==> src/design/sdap_consts.svh <==
// Offsets, field positions, reset values and word sizes of the serial audio port.
// Assumes inclusion by bare name from the package and the top module.
`ifndef SDAP_CONSTS_SVH
`define SDAP_CONSTS_SVH

// ==========================================================================
// Register map
`define SDAP_ADDR_W        8
`define SDAP_OFF_CTRL      8'h00
`define SDAP_OFF_LEFT      8'h04
`define SDAP_OFF_RIGHT     8'h08
`define SDAP_OFF_STAT      8'h0C

// ==========================================================================
// Control fields
`define SDAP_CTRL_EN       0
`define SDAP_CTRL_FMT_LO   1
`define SDAP_CTRL_FMT_HI   2
`define SDAP_CTRL_FALL     3
`define SDAP_CTRL_LATE     4
`define SDAP_CTRL_WS_LO    5
`define SDAP_CTRL_WS_HI    6
`define SDAP_CTRL_MODE_LO  8
`define SDAP_CTRL_MODE_HI  9
`define SDAP_CTRL_RESET    32'h0000_0120

// ==========================================================================
// Status fields
`define SDAP_STAT_TAKEN    0
`define SDAP_STAT_FS       1
`define SDAP_STAT_CNT_LO   16
`define SDAP_STAT_CNT_HI   31

// ==========================================================================
// Word sizes
`define SDAP_SAMPLE_W      24
`define SDAP_WS_8          5'h08
`define SDAP_WS_16         5'h10
`define SDAP_WS_20         5'h14
`define SDAP_WS_24         5'h18

`endif

==> src/design/sdap_pkg.sv <==
// Types of the serial audio port.
// Assumes the constants header is on the include path.
`include "sdap_consts.svh"

package sdap_pkg;

    // ======================================================================
    // Framing formats and output modes
    typedef enum logic [1:0] {
        SDAP_FMT_I2S = 2'h0,
        SDAP_FMT_LJ  = 2'h1,
        SDAP_FMT_DSP = 2'h2
    } sdap_fmt_t;

    typedef enum logic [1:0] {
        SDAP_MODE_ANALOG  = 2'h0,
        SDAP_MODE_DIGITAL = 2'h1,
        SDAP_MODE_BOTH    = 2'h2
    } sdap_mode_t;

    function automatic logic [4:0] sdap_word_bits(input logic [1:0] code);
        case (code)
            2'h0:    sdap_word_bits = `SDAP_WS_8;
            2'h1:    sdap_word_bits = `SDAP_WS_16;
            2'h2:    sdap_word_bits = `SDAP_WS_20;
            default: sdap_word_bits = `SDAP_WS_24;
        endcase
    endfunction : sdap_word_bits

endpackage : sdap_pkg

==> src/design/sdap_edge_sync.sv <==
// Two-flop synchroniser with edge pulses for one external pin.
// Assumes the pin is asynchronous to hclk and slower than hclk / 4.
`timescale 1ns/1ps
`default_nettype none

module sdap_edge_sync (
    input  wire logic hclk,
    input  wire logic hresetn,
    input  wire logic pin_in,
    output logic      level,
    output logic      rise,
    output logic      fall
);
    logic s1;
    logic s2;
    logic s3;

    // ======================================================================
    // Only s2 reads s1
    always_ff @(posedge hclk or negedge hresetn) begin
        if (!hresetn) begin
            s1 <= 1'b0;
            s2 <= 1'b0;
            s3 <= 1'b0;
        end else begin
            s1 <= pin_in;
            s2 <= s1;
            s3 <= s2;
        end
    end

    always_comb begin
        level = s2;
        rise  = s2 & ~s3;
        fall  = ~s2 & s3;
    end

endmodule : sdap_edge_sync

`default_nettype wire

==> src/design/sdap_top.sv <==
// Slave serial audio output port with an AHB-Lite register slave.
// Assumes an external processor supplies bit clock and frame sync, both slow against hclk.
//
// How it works
// - Bit clock and frame sync are inputs only
// - I2S MSB on second sample edge
// - I2S left while sync low, right high
// - Left-justified MSB on first sample edge
// - Left-justified left while sync high
// - Pulse format right follows left immediately
// - Pulse format MSB first or second edge
// - Idle bits past word size drive zero
// - Sampling edge selectable, launch follows it
// - Word length 8, 16, 20 or 24
// - Rates 32, 44.1, 48 kHz accepted
// - Digital pins used in digital modes
`include "sdap_consts.svh"
`timescale 1ns/1ps
`default_nettype none

module sdap_top #(
    parameter int unsigned POS_W = 7
) (
    input  wire logic        hclk,
    input  wire logic        hresetn,
    input  wire logic        hsel,
    input  wire logic [31:0] haddr,
    input  wire logic [1:0]  htrans,
    input  wire logic        hwrite,
    input  wire logic [2:0]  hsize,
    input  wire logic [31:0] hwdata,
    input  wire logic        hready,
    output logic      [31:0] hrdata,
    output logic             hreadyout,
    output logic             hresp,
    input  wire logic        audio_bit_clock,
    input  wire logic        audio_frame_sync,
    output logic             serial_data_out,
    output logic             serial_data_oe,
    output logic             analog_out_enable
);
    // ======================================================================
    // Pin synchronisers
    logic bclk_rise;
    logic bclk_fall;
    logic fs_lvl;

    // No drivers exist for these pins; only sampling
    sdap_edge_sync u_bclk (
        .hclk    (hclk),
        .hresetn (hresetn),
        .pin_in  (audio_bit_clock),
        .level   (),
        .rise    (bclk_rise),
        .fall    (bclk_fall)
    );

    sdap_edge_sync u_fs (
        .hclk    (hclk),
        .hresetn (hresetn),
        .pin_in  (audio_frame_sync),
        .level   (fs_lvl),
        .rise    (),
        .fall    ()
    );

    // ======================================================================
    // Registers
    logic                     ctrl_en;
    sdap_pkg::sdap_fmt_t      ctrl_fmt;
    logic                     ctrl_fall;
    logic                     ctrl_late;
    logic [1:0]               ctrl_ws;
    sdap_pkg::sdap_mode_t     ctrl_mode;
    logic [`SDAP_SAMPLE_W-1:0] left;
    logic [`SDAP_SAMPLE_W-1:0] right;
    logic                     taken;
    logic [15:0]              frame_cnt;
    logic                     wr_pend;
    logic [`SDAP_ADDR_W-1:0]  wr_addr;
    logic                     addr_ok;
    logic [31:0]              rd_word;
    logic [31:0]              ctrl_word;
    logic [`SDAP_ADDR_W-1:0]  a_now;

    always_comb begin
        addr_ok = hsel && hready && htrans[1];
        a_now   = haddr[`SDAP_ADDR_W-1:0];
        ctrl_word = 32'h0000_0000;
        ctrl_word[`SDAP_CTRL_EN]                          = ctrl_en;
        ctrl_word[`SDAP_CTRL_FMT_HI:`SDAP_CTRL_FMT_LO]    = ctrl_fmt;
        ctrl_word[`SDAP_CTRL_FALL]                        = ctrl_fall;
        ctrl_word[`SDAP_CTRL_LATE]                        = ctrl_late;
        ctrl_word[`SDAP_CTRL_WS_HI:`SDAP_CTRL_WS_LO]      = ctrl_ws;
        ctrl_word[`SDAP_CTRL_MODE_HI:`SDAP_CTRL_MODE_LO]  = ctrl_mode;
        case (a_now)
            `SDAP_OFF_CTRL:  rd_word = ctrl_word;
            `SDAP_OFF_LEFT:  rd_word = {8'h00, left};
            `SDAP_OFF_RIGHT: rd_word = {8'h00, right};
            `SDAP_OFF_STAT:  rd_word = {frame_cnt, 14'h0000, fs_lvl, taken};
            default:         rd_word = 32'h0000_0000;
        endcase
    end

    // ======================================================================
    // AHB-Lite slave, zero wait states
    always_ff @(posedge hclk or negedge hresetn) begin
        if (!hresetn) begin
            wr_pend   <= 1'b0;
            wr_addr   <= 8'h00;
            hreadyout <= 1'b0;
            hresp     <= 1'b0;
        end else begin
            wr_pend   <= addr_ok && hwrite;
            hreadyout <= 1'b1;
            hresp     <= 1'b0;
            if (addr_ok) begin
                wr_addr <= a_now;
            end
        end
    end

    // Forward a pending write, except to STAT, so back-to-back write-read sees new data
    always_ff @(posedge hclk or negedge hresetn) begin
        if (!hresetn) begin
            hrdata <= 32'h0000_0000;
        end else if (addr_ok && !hwrite) begin
            if (wr_pend && wr_addr == a_now && a_now != `SDAP_OFF_STAT) begin
                hrdata <= (a_now == `SDAP_OFF_CTRL) ? (hwdata & 32'h0000_037F) : {8'h00, hwdata[23:0]};
            end else begin
                hrdata <= rd_word;
            end
        end
    end

    always_ff @(posedge hclk or negedge hresetn) begin
        if (!hresetn) begin
            ctrl_en   <= 1'b0;
            ctrl_fmt  <= sdap_pkg::sdap_fmt_t'(2'h0);
            ctrl_fall <= 1'b0;
            ctrl_late <= 1'b0;
            ctrl_ws   <= 2'h1;
            ctrl_mode <= sdap_pkg::SDAP_MODE_DIGITAL;
            left      <= 24'h00_0000;
            right     <= 24'h00_0000;
        end else if (wr_pend) begin
            case (wr_addr)
                `SDAP_OFF_CTRL: begin
                    ctrl_en   <= hwdata[`SDAP_CTRL_EN];
                    ctrl_fmt  <= sdap_pkg::sdap_fmt_t'(hwdata[`SDAP_CTRL_FMT_HI:`SDAP_CTRL_FMT_LO]);
                    ctrl_fall <= hwdata[`SDAP_CTRL_FALL];
                    ctrl_late <= hwdata[`SDAP_CTRL_LATE];
                    ctrl_ws   <= hwdata[`SDAP_CTRL_WS_HI:`SDAP_CTRL_WS_LO];
                    ctrl_mode <= sdap_pkg::sdap_mode_t'(hwdata[`SDAP_CTRL_MODE_HI:`SDAP_CTRL_MODE_LO]);
                end
                `SDAP_OFF_LEFT:  left  <= hwdata[`SDAP_SAMPLE_W-1:0];
                `SDAP_OFF_RIGHT: right <= hwdata[`SDAP_SAMPLE_W-1:0];
                default: ;
            endcase
        end
    end

    // ======================================================================
    // Serializer
    logic                      launch;
    logic                      dig_en;
    logic                      fs_last;
    logic                      slot_start;
    logic                      frame_start;
    logic [POS_W-1:0]          pos;
    logic [POS_W-1:0]          next_pos;
    logic [POS_W-1:0]          off;
    logic [POS_W-1:0]          idx;
    logic [POS_W-1:0]          bidx;
    logic [POS_W-1:0]          sel;
    logic [POS_W-1:0]          wbits;
    logic                      in_right;
    logic                      valid;
    logic                      next_bit;
    logic [`SDAP_SAMPLE_W-1:0] lat_l;
    logic [`SDAP_SAMPLE_W-1:0] lat_r;
    logic [`SDAP_SAMPLE_W-1:0] cur_l;
    logic [`SDAP_SAMPLE_W-1:0] cur_r;

    always_comb begin
        // Only edges are counted, no rate is assumed
        launch = ctrl_fall ? bclk_rise : bclk_fall;
        dig_en = ctrl_en && (ctrl_mode == sdap_pkg::SDAP_MODE_DIGITAL
                             || ctrl_mode == sdap_pkg::SDAP_MODE_BOTH);
        wbits  = POS_W'(sdap_pkg::sdap_word_bits(ctrl_ws));
        case (ctrl_fmt)
            sdap_pkg::SDAP_FMT_I2S: begin
                frame_start = (fs_lvl != fs_last) && !fs_lvl;
                slot_start  = fs_lvl != fs_last;
                off         = POS_W'(1);
                in_right    = fs_lvl;
            end
            sdap_pkg::SDAP_FMT_LJ: begin
                frame_start = (fs_lvl != fs_last) && fs_lvl;
                slot_start  = fs_lvl != fs_last;
                off         = POS_W'(0);
                in_right    = !fs_lvl;
            end
            default: begin
                // Pulse start only; its width is the sender's business
                frame_start = fs_lvl && !fs_last;
                slot_start  = frame_start;
                off         = POS_W'(ctrl_late);
                in_right    = 1'b0;
            end
        endcase
        next_pos = slot_start ? '0 : ((&pos) ? pos : pos + POS_W'(1));
        idx      = next_pos - off;
        bidx     = idx;
        if (ctrl_fmt == sdap_pkg::SDAP_FMT_DSP && idx >= wbits) begin
            in_right = 1'b1;
            bidx     = idx - wbits;
        end
        valid    = (next_pos >= off) && (bidx < wbits);
        sel      = wbits - POS_W'(1) - bidx;
        cur_l    = frame_start ? left : lat_l;
        cur_r    = frame_start ? right : lat_r;
        next_bit = valid && (in_right ? cur_r[sel[4:0]] : cur_l[sel[4:0]]);
    end

    always_ff @(posedge hclk or negedge hresetn) begin
        if (!hresetn) begin
            pos     <= '1;
            fs_last <= 1'b0;
            lat_l   <= 24'h00_0000;
            lat_r   <= 24'h00_0000;
        end else if (launch) begin
            pos     <= next_pos;
            fs_last <= fs_lvl;
            lat_l   <= cur_l;
            lat_r   <= cur_r;
        end
    end

    // While dig_en is set, output only moves on the launch edge; without it output is forced to zero at once
    always_ff @(posedge hclk or negedge hresetn) begin
        if (!hresetn) begin
            serial_data_out   <= 1'b0;
            serial_data_oe    <= 1'b0;
            analog_out_enable <= 1'b0;
        end else begin
            serial_data_oe    <= dig_en;
            analog_out_enable <= ctrl_mode != sdap_pkg::SDAP_MODE_DIGITAL;
            if (!dig_en) begin
                serial_data_out <= 1'b0;
            end else if (launch) begin
                serial_data_out <= next_bit;
            end
        end
    end

    // Set wins over a same-cycle clear
    always_ff @(posedge hclk or negedge hresetn) begin
        if (!hresetn) begin
            taken     <= 1'b0;
            frame_cnt <= 16'h0000;
        end else begin
            if (launch && frame_start && dig_en) begin
                taken     <= 1'b1;
                frame_cnt <= frame_cnt + 16'h0001;
            end else if (wr_pend && wr_addr == `SDAP_OFF_STAT && hwdata[`SDAP_STAT_TAKEN]) begin
                taken <= 1'b0;
            end
        end
    end
endmodule : sdap_top

`default_nettype wire
==> config.mk <==
export PLATFORM = sky130hd
export DESIGN_NAME = sdap_top
export DESIGN_NICKNAME = d
export VERILOG_FILES = /design/src/design/sdap_pkg.sv /design/src/design/sdap_edge_sync.sv /design/src/design/sdap_top.sv
export VERILOG_INCLUDE_DIRS = /design/src /design/src/design
export SDC_FILE = /design/constraint.sdc
export NUM_CORES = 1
export LEC_CHECK = 0
export BUFFER_PORTS_ARGS = -buffer_cell sky130_fd_sc_hd__buf_2
export CAP_MARGIN = 0
export CORE_MARGIN = 3
export CORE_UTILIZATION = 35
export CTS_CLUSTER_SIZE = 28
export DETAILED_ROUTE_END_ITERATION = 8
export HOLD_SLACK_MARGIN = 0.1
export RECOVER_POWER = 50
export SKIP_LAST_GASP = 1
export SLEW_MARGIN = 15
export SYNTH_ARGS = -nofsm -noshare
export SYNTH_HDL_FRONTEND = slang
export SYNTH_SLANG_ARGS = --single-unit
==> constraint.sdc <==
create_clock -name hclk -period 7.3 [get_ports hclk]
set_input_delay 0 -clock hclk [delete_from_list [all_inputs] [get_ports hclk]]
set_output_delay 0 -clock hclk [all_outputs]
set_load 0.01 [all_outputs]
; ---- Word level (Yosys, flattened, before mapping)
; Index checks and enable logic that the tools add are counted.
[totals]
out_inout_bits = 37
register_bits = 180
mem_bits_rw = 0
memories = 0
latch_bits = 0
mem_bits_ro = 0
[classes]
n_eq_ne = 17
n_reduce_logical = 31
mul = 0
magnitude_cmp = 4
muxes = 24
bitwise = 4
addsub = 6
n_shift = 0
div_mod_pow = 0
[op_table]
columns = cell, count
row1 = one-hot mux 32 bit (4 select lines), 1
row2 = two-way mux 24 bit, 3
row3 = "equality test 8 x 4 -> 1 bit, second input constant", 4
row4 = two-way mux 32 bit, 1
row5 = two-way mux 7 bit, 3
row6 = logical AND 1 bit, 17
row7 = "adder 16 x 1 -> 16 bit, second input constant", 1
row8 = "equality test 8 x 3 -> 1 bit, second input constant", 2
row9 = logical NOT 8 bit, 2
row10 = one-hot mux 5 bit (3 select lines), 1
row11 = binary-select mux 1 bit (select 5 bit), 2
row12 = two-way mux 1 bit, 10
row13 = equality test 8 bit, 1
row14 = "!= test 8 x 4 -> 1 bit, second input constant", 1
row15 = "adder 7 x 1 -> 7 bit, second input constant", 1
row16 = greater-or-equal comparator 7 x 5 -> 1 bit, 1
row17 = greater-or-equal comparator 7 bit, 1
row18 = less-than comparator 7 x 5 -> 1 bit, 1
row19 = AND reduction 7 bit, 1
row20 = subtractor 7 x 5 -> 7 bit, 1
row21 = subtractor 7 bit, 1
row22 = "equality test 2 x 1 -> 1 bit, second input constant", 3
row23 = "equality test 2 bit, second input constant", 3
row24 = "less-than comparator 5 x 6 -> 1 bit, second input constant", 1
row25 = other kinds (14), 23

; ---- Longest topological paths before layout
[depth]
ltp_word = 15
depth_mapped = 25
ltp_nobuf = 24

; ---- Hierarchy
; From an unflattened synthesis, not the netlist that was laid out.
[unflattened]
cells_unflattened = 808
hier_area_um2 = 9318.9
[modules_own_cells]
columns = module, area_each_um2, n_inst, cells_each
row1 = sdap_top, 9138.8, 1, 798
row2 = sdap_edge_sync, 90.1, 2, 5

; ---- Worst setup path before layout
; No wires, ideal clock.
[synth_path]
path_kind = flip-flop to flip-flop
start = register pos[0]
end = register serial_data_out
path_stages_with_launch = 24
required_ns = 7.221
path_slack_ns = 2.049
arrival_time_ns = 5.172
period_less_slack_ns = 5.251
path_buffers = 1
path_cell_list = dfstp_2 -> ha_1 -> and2_1 -> buf_2 -> nand2_1 -> mux2i_1 -> or2_2 -> ha_1 -> nand2_1 -> xor2_1 -> ha_1 -> o21ai_0 -> nand2b_1 -> a41o_1 -> o31a_1 -> mux2_2 -> ha_1 -> fa_1 -> nor2_1 -> and3_1 -> a211oi_2 -> a32oi_1 -> a2111o_1 -> a2bb2oi_1
[synth_via]
elab_chain_len = 14
elab_cells_between_ends = 22
cone_classes = add/sub: 4 / order compare: 3 / mux: 11 / reduce/logical: 4
[synth_lines]
columns = item, line_no
row1 = from (decl), sdap_top.sv:170  ; logic [POS_W-1:0] pos;
row2 = from (signal assigned), sdap_top.sv:233  ; pos <= next_pos;
row3 = adder 7 x 1 -> 7 bit or AND reduction 7 bit (tied branches), sdap_top.sv:212  ; next_pos = slot_start ? '0 : ((&pos) ? pos : pos + POS_W'(1));
row4 = two-way mux 7 bit * (2 in series), sdap_top.sv:212
row5 = subtractor 7 bit, sdap_top.sv:213  ; idx = next_pos - off;
row6 = greater-or-equal comparator 7 x 5 -> 1 bit, sdap_top.sv:215  ; if (ctrl_fmt == sdap_pkg::SDAP_FMT_DSP && idx >= wbits) begin
row7 = logical AND 1 bit, sdap_top.sv:215
row8 = two-way mux 7 bit, sdap_top.sv:215
row9 = subtractor 5 bit, sdap_top.sv:220  ; sel = wbits - POS_W'(1) - bidx;
row10 = binary-select mux 1 bit (select 5 bit), sdap_top.sv:223  ; next_bit = valid && (in_right ? cur_r[sel[4:0]] : cur_l[sel[4:0]]);
row11 = two-way mux 1 bit (implied by the code), sdap_top.sv:223
row12 = two-way mux 1 bit, sdap_top.sv:223
row13 = logical AND 1 bit *, sdap_top.sv:223
row14 = two-way mux 1 bit *, sdap_top.sv:251  ; end else if (launch) begin
row15 = two-way mux 1 bit *, sdap_top.sv:249  ; if (!dig_en) begin
row16 = to (signal assigned), sdap_top.sv:252  ; serial_data_out <= next_bit;
row17 = to (decl), sdap_top.sv:38  ; output logic serial_data_out,
; Mark *: on every way between the ends. The rest lies on a longest branch, timed or not. The select of a mux whose other input is x is not followed.
; A chain may end at the register's enable or synchronous reset.

; ---- Worst setup path in the final report
; Same ends and word-level chain as after synthesis.

==> impl_table.tex <==
\begin{tabular}{lr}
\hline
Metric & Value \\
\hline
\multicolumn{2}{l}{\textbf{Timing}} \\
\quad Setup TNS after final layout & 0 ns \\
\quad Period utilization & 82.6\% \\
\quad Final critical delay including setup and external delays & 6.03 ns \\
\quad Final Hold Fails & 0 \\
\quad Max Freq & 166 MHz \\
\quad Setup violators final & 0 \\
\quad RSZ-0062 raised after global routing & false \\
\quad Pins over their slew limit & 103 \\
\quad Tightest Pin Transition & 5.46 ns \\
\quad Final clock skew & 0.0101 ns \\
\quad Final setup slack of the worst path & 1.27 ns \\
\quad Worst slew margin & -264\% \\
\quad Hold Slack & 0.155 ns \\
\multicolumn{2}{l}{\textbf{Critical path}} \\
\quad Sum of buffers and inverters on the critical path & 0 \\
\quad End of the worst register-to-register path & serial\_data\_out\$\_DFFE\_PN0P\_ \\
\quad Type of the worst setup path & reg2reg \\
\quad Source of the worst register-to-register timing path & pos[0]\$\_DFFE\_PN1P\_ \\
\quad Kind of launch point of the worst setup path & register \\
\quad Critical path arrival & 6.33 ns \\
\quad Worst Reg-to-Reg Cells & 22 \\
\quad Most repeated library cell on the critical path & sky130\_fd\_sc\_hd\_\_ha\_1 \\
\quad Top Family by Delay on Critical Path & compound AO/OA/AOI/OAI gates \\
\quad Crit-path max cell delay & 0.67 ns \\
\quad Slowest cell on the critical path & sky130\_fd\_sc\_hd\_\_fa\_1 \\
\quad Maximum net fanout on the critical path & 8 \\
\quad Element type at the critical path end & register \\
\quad Register-to-register path setup slack & 1.27 ns \\
\quad Cell breakdown of the critical path & ha\_1 -> and2\_0 -> nand2\_1 -> mux2i\_1 -> or2\_2 -> ha\_1 -> xnor2\_1 -> ha\_1 -> nor2b\_1 -> o21ai\_0 -> nand2b\_1 -> a41o\_1 -> o31a\_1 -> mux2\_2 -> ha\_1 -> fa\_1 -> o311ai\_2 -> o41ai\_1 -> a211oi\_2 -> a32oi\_1 -> o21ai\_0 -> a2bb2oi\_1 \\
\quad CP required & 7.60 ns \\
\multicolumn{2}{l}{\textbf{Clock tree}} \\
\quad Longest Clk Path Bufs & 2 \\
\quad CTS buffer count & 17 \\
\quad Clock sinks & 180 \\
\quad Clock input transition at the sequential cells of the worst setup and hold paths & 0.07 ns \\
\quad CTS tree & built \\
\quad Resized cells post-CTS & 0 \\
\quad Post-CTS repair timing setup buffer count & 0 \\
\quad H-tree lvl count & 4 \\
\quad CTS root buffer & sky130\_fd\_sc\_hd\_\_clkbuf\_16 \\
\quad Skew-Pair Late Insertion Delay & 0.43 ns \\
\multicolumn{2}{l}{\textbf{Floorplan}} \\
\quad Die boundary width & 170 microns \\
\quad Starting Density & 35.8\% \\
\quad Area of the placeable core & 26200 sq um \\
\quad Top Ports & 113 \\
\quad Die Footprint & 28800 sq um \\
\quad Vertical extent of the die & 170 microns \\
\quad Floorplan row count & 59 \\
\multicolumn{2}{l}{\textbf{Min path}} \\
\quad Sink of the worst hold path & wr\_pend\$\_DFF\_PN0\_ \\
\quad Hold/Removal Path Class & in2reg \\
\quad Instance count along the most critical hold path & 3 \\
\quad Hold path start & htrans[1] \\
\multicolumn{2}{l}{\textbf{Pwr}} \\
\quad Switching power as a share of total power & 32.6\% \\
\quad Worst VDD drop & 0.000183 V \\
\quad Sequential share of power & 39.7\% \\
\quad Power Total & 3.10 mW \\
\quad Static leakage power & 4.71 nW \\
\quad Psw & 1.01 mW \\
\quad Internal cell power & 2.09 mW \\
\quad Portion of total power attributed to the clock network & 29.8\% \\
\quad Comb power frac & 30.4\% \\
\quad Total power density per cell area & 284 nW/um\^{}2 \\
\multicolumn{2}{l}{\textbf{GRT}} \\
\quad Total global routing track utilization & 16.1\% \\
\quad Maximum number of pins on one net before global-route repair & 103 \\
\quad Wire length of the first global-routing pass & 36900 microns \\
\quad Overflow left after global routing & 0 \\
\quad Antenna violations before repair & 0 \\
\quad Number of global-route vias before repair & 6706 \\
\multicolumn{2}{l}{\textbf{Routing}} \\
\quad Total vias in the final route & 6676 \\
\quad Violation count after the first detailed-route iteration & 355 \\
\quad Detail-routed net length per standard cell & 17.8 microns \\
\quad Wirelength, routed & 22400 microns \\
\quad Number of detailed-route iterations in the first pass & 7 \\
\quad DRC & 0 \\
\quad Post-detailed-route count of antenna-violating nets & 0 \\
\quad Number of vias per cell after detailed routing & 5.29 \\
\multicolumn{2}{l}{\textbf{Synthesis}} \\
\quad Number of flip-flops and latches in the synthesized netlist & 180 \\
\quad Number of instances in the synthesized netlist & 821 \\
\quad Synth unique cells & 78 \\
\quad Cell area after technology mapping & 9370 sq um \\
\quad Primary flip-flop cell chosen by synthesis mapping & sky130\_fd\_sc\_hd\_\_dfrtp\_1 \\
\quad Total number of yosys warnings & 0 \\
\quad Top-area cell type share of the netlist area & 45.7\% \\
\quad Async set or reset register ratio after synthesis & 100\% \\
\quad Mean cell area of the mapped netlist & 11.4 sq um \\
\quad Post-Synthesis Net Count & 915 \\
\quad Number of synthesized flops with an enable pin & 0 \\
\quad Commonest cells in the netlist & sky130\_fd\_sc\_hd\_\_dfrtp\_1, sky130\_fd\_sc\_hd\_\_mux2\_2, sky130\_fd\_sc\_hd\_\_nand2\_1, sky130\_fd\_sc\_hd\_\_nor2\_1, sky130\_fd\_sc\_hd\_\_a21oi\_1 \\
\quad Sequential area share after synthesis & 48.2\% \\
\quad Biggest area consumer among synthesized cells & sky130\_fd\_sc\_hd\_\_dfrtp\_1 \\
\quad Area contributors post-synth & sky130\_fd\_sc\_hd\_\_dfrtp\_1, sky130\_fd\_sc\_hd\_\_mux2\_2, sky130\_fd\_sc\_hd\_\_mux4\_2 \\
\quad Most frequently used cell type in the post-synthesis netlist & sky130\_fd\_sc\_hd\_\_dfrtp\_1 \\
\multicolumn{2}{l}{\textbf{Finish}} \\
\quad Fillcell total & 2533 \\
\quad Antenna diode instance count & 0 \\
\quad Fraction of layout instances using a drive strength above 1 & 27.2\% \\
\quad Total non-filler cell area in the finished layout & 10900 sq um \\
\quad Cell Count, Final, Fillers Out & 1261 \\
\quad Post-layout utilization of the core & 41.6\% \\
\quad Layout-stage area growth over the synthesis result & 16.3\% \\
\quad Total Nets Final & 1007 \\
\quad Area occupied by registers & 4520 sq um \\
\quad Footprint of the multi-input gates & 4570 sq um \\
\multicolumn{2}{l}{\textbf{Outcome}} \\
\quad Violations in the final reports & capacitance limit, slew limit \\
\quad Outcome & complete, but fails checks \\
\multicolumn{2}{l}{\textbf{Placement}} \\
\quad \# port buffers & 75 \\
\quad Final HPWL from detailed placement & 15500 microns \\
\quad Final Wtd Congestion & 0.847 \\
\quad Instance count after placement with tap cells included & 1195 \\
\quad Placed Instance Area & 10100 sq um \\
\quad Post-Place Worst Slack & 1.42 ns \\
\multicolumn{2}{l}{\textbf{Job}} \\
\quad Max cap viols & 1 \\
\hline
\end{tabular}
worst max path at each step:
stage,cells past startpoint,slack [ns],from,to
global placement,22,1.44,pos[0]$_DFFE_PN1P_,serial_data_out$_DFFE_PN0P_
CTS,22,1.38,pos[0]$_DFFE_PN1P_,serial_data_out$_DFFE_PN0P_
floorplan,23,2.05,pos[0]$_DFFE_PN1P_,serial_data_out$_DFFE_PN0P_
global route,23,0.79,pos[0]$_DFFE_PN1P_,serial_data_out$_DFFE_PN0P_
detailed placement,22,1.42,pos[0]$_DFFE_PN1P_,serial_data_out$_DFFE_PN0P_
finish,22,1.27,pos[0]$_DFFE_PN1P_,serial_data_out$_DFFE_PN0P_
area by class of cell:
class	count	share of cell area, %
multi-input cells	577	41.9
flip-flops and latches	180	41.4
repair buffers	122	6.96
clock buffers	21	4.22
well taps	335	3.84
clock inverters	11	1.14
inverters	15	0.516
layout by cell type (no fill, tap or decap), types with 3 or more instances in the layout:
master                          instances
sky130_fd_sc_hd__dfrtp_1              171
sky130_fd_sc_hd__mux2_2               130
sky130_fd_sc_hd__nand2_1               68
sky130_fd_sc_hd__nor2_1                58
sky130_fd_sc_hd__a21oi_1               48
sky130_fd_sc_hd__clkbuf_1              42
sky130_fd_sc_hd__buf_2                 37
sky130_fd_sc_hd__dlygate4sd3_1         34
sky130_fd_sc_hd__o21ai_0               32
sky130_fd_sc_hd__mux2i_1               21
sky130_fd_sc_hd__a22oi_1               20
sky130_fd_sc_hd__clkbuf_16             17
sky130_fd_sc_hd__xnor2_1               16
sky130_fd_sc_hd__ha_1                  16
sky130_fd_sc_hd__inv_1                 15
sky130_fd_sc_hd__xor2_1                14
sky130_fd_sc_hd__mux4_2                13
sky130_fd_sc_hd__nor2b_1               12
sky130_fd_sc_hd__nand4_1               12
sky130_fd_sc_hd__nand3_1               12
sky130_fd_sc_hd__buf_4                 11
sky130_fd_sc_hd__a22o_1                 9
sky130_fd_sc_hd__dfstp_2                8
sky130_fd_sc_hd__nand2b_1               5
sky130_fd_sc_hd__and3_1                 5
sky130_fd_sc_hd__nor3_1                 5
sky130_fd_sc_hd__nor3b_1                4
sky130_fd_sc_hd__and4_1                 3
sky130_fd_sc_hd__o31ai_1                3
sky130_fd_sc_hd__and2_1                 3
sky130_fd_sc_hd__nand3_2                3
sky130_fd_sc_hd__nor4_1                 3
sky130_fd_sc_hd__clkinvlp_4             3
sky130_fd_sc_hd__inv_6                  3
sky130_fd_sc_hd__clkinv_2               3
power groups by stage:
stage | Sequential [mW] | Combinational, mW | Clock (mW)
detailed placement | 1.25 | 0.928 | 0
global placement | 1.24 | 0.918 | 0
global route | 1.25 | 1.05 | 0.990
floorplan | 1.22 | 0.708 | 0
CTS | 1.23 | 0.955 | 0.948
finish | 1.23 | 0.944 | 0.924
cell families after synthesis:
family | after synthesis | share of synthesized area (%)
compound gates | 147 | 10.5
xor+xnor | 30 | 2.80
fa+ha+maj | 18 | 2.56
buf+inv | 64 | 3.11
flops | 180 | 48.2
mux | 165 | 21.1
other cells | 2 | 0.0801
simple gates | 215 | 11.7
metal layers:
metal  part of all wire (%)  GRT usage, %  vias to the layer above
li1                       -             -                     3151
met1                     49          23.1                     3381
met2                     47          25.4                      133
met3                    3.4          2.52                       11
met4                    1.2          4.30                        0
met5                      0             0                        -
repair_timing:
action | 4_1_cts | 5_1_grt
hold buffers | 34 | 0
endpoints found under the setup margin | 0 | 0
endpoints found under the hold margin | 188 | 0
worst register-to-register path: stages (launching register included):
cell and delay (ns):
sky130_fd_sc_hd__dfstp_2 0.63, sky130_fd_sc_hd__ha_1 0.24, sky130_fd_sc_hd__and2_0 0.31, sky130_fd_sc_hd__nand2_1 0.18, sky130_fd_sc_hd__mux2i_1 0.15, sky130_fd_sc_hd__or2_2 0.29, sky130_fd_sc_hd__ha_1 0.26, sky130_fd_sc_hd__xnor2_1 0.26
sky130_fd_sc_hd__ha_1 0.22, sky130_fd_sc_hd__nor2b_1 0.05, sky130_fd_sc_hd__o21ai_0 0.20, sky130_fd_sc_hd__nand2b_1 0.11, sky130_fd_sc_hd__a41o_1 0.24, sky130_fd_sc_hd__o31a_1 0.35, sky130_fd_sc_hd__mux2_2 0.31, sky130_fd_sc_hd__ha_1 0.20
sky130_fd_sc_hd__fa_1 0.67, sky130_fd_sc_hd__o311ai_2 0.15, sky130_fd_sc_hd__o41ai_1 0.43, sky130_fd_sc_hd__a211oi_2 0.07, sky130_fd_sc_hd__a32oi_1 0.30, sky130_fd_sc_hd__o21ai_0 0.14, sky130_fd_sc_hd__a2bb2oi_1 0.14
sequential cells by signal, summed over array words and instances, names as in the netlist, 2 cells and up:
signal / cells
ctrl_fmt: 2
ctrl_mode: 2
ctrl_ws: 2
frame_cnt: 16
hrdata: 32
lat_l: 24
lat_r: 24
left: 24
pos: 7
right: 24
wr_addr: 8
No activity file was read; power rests on OpenSTA's default activity.
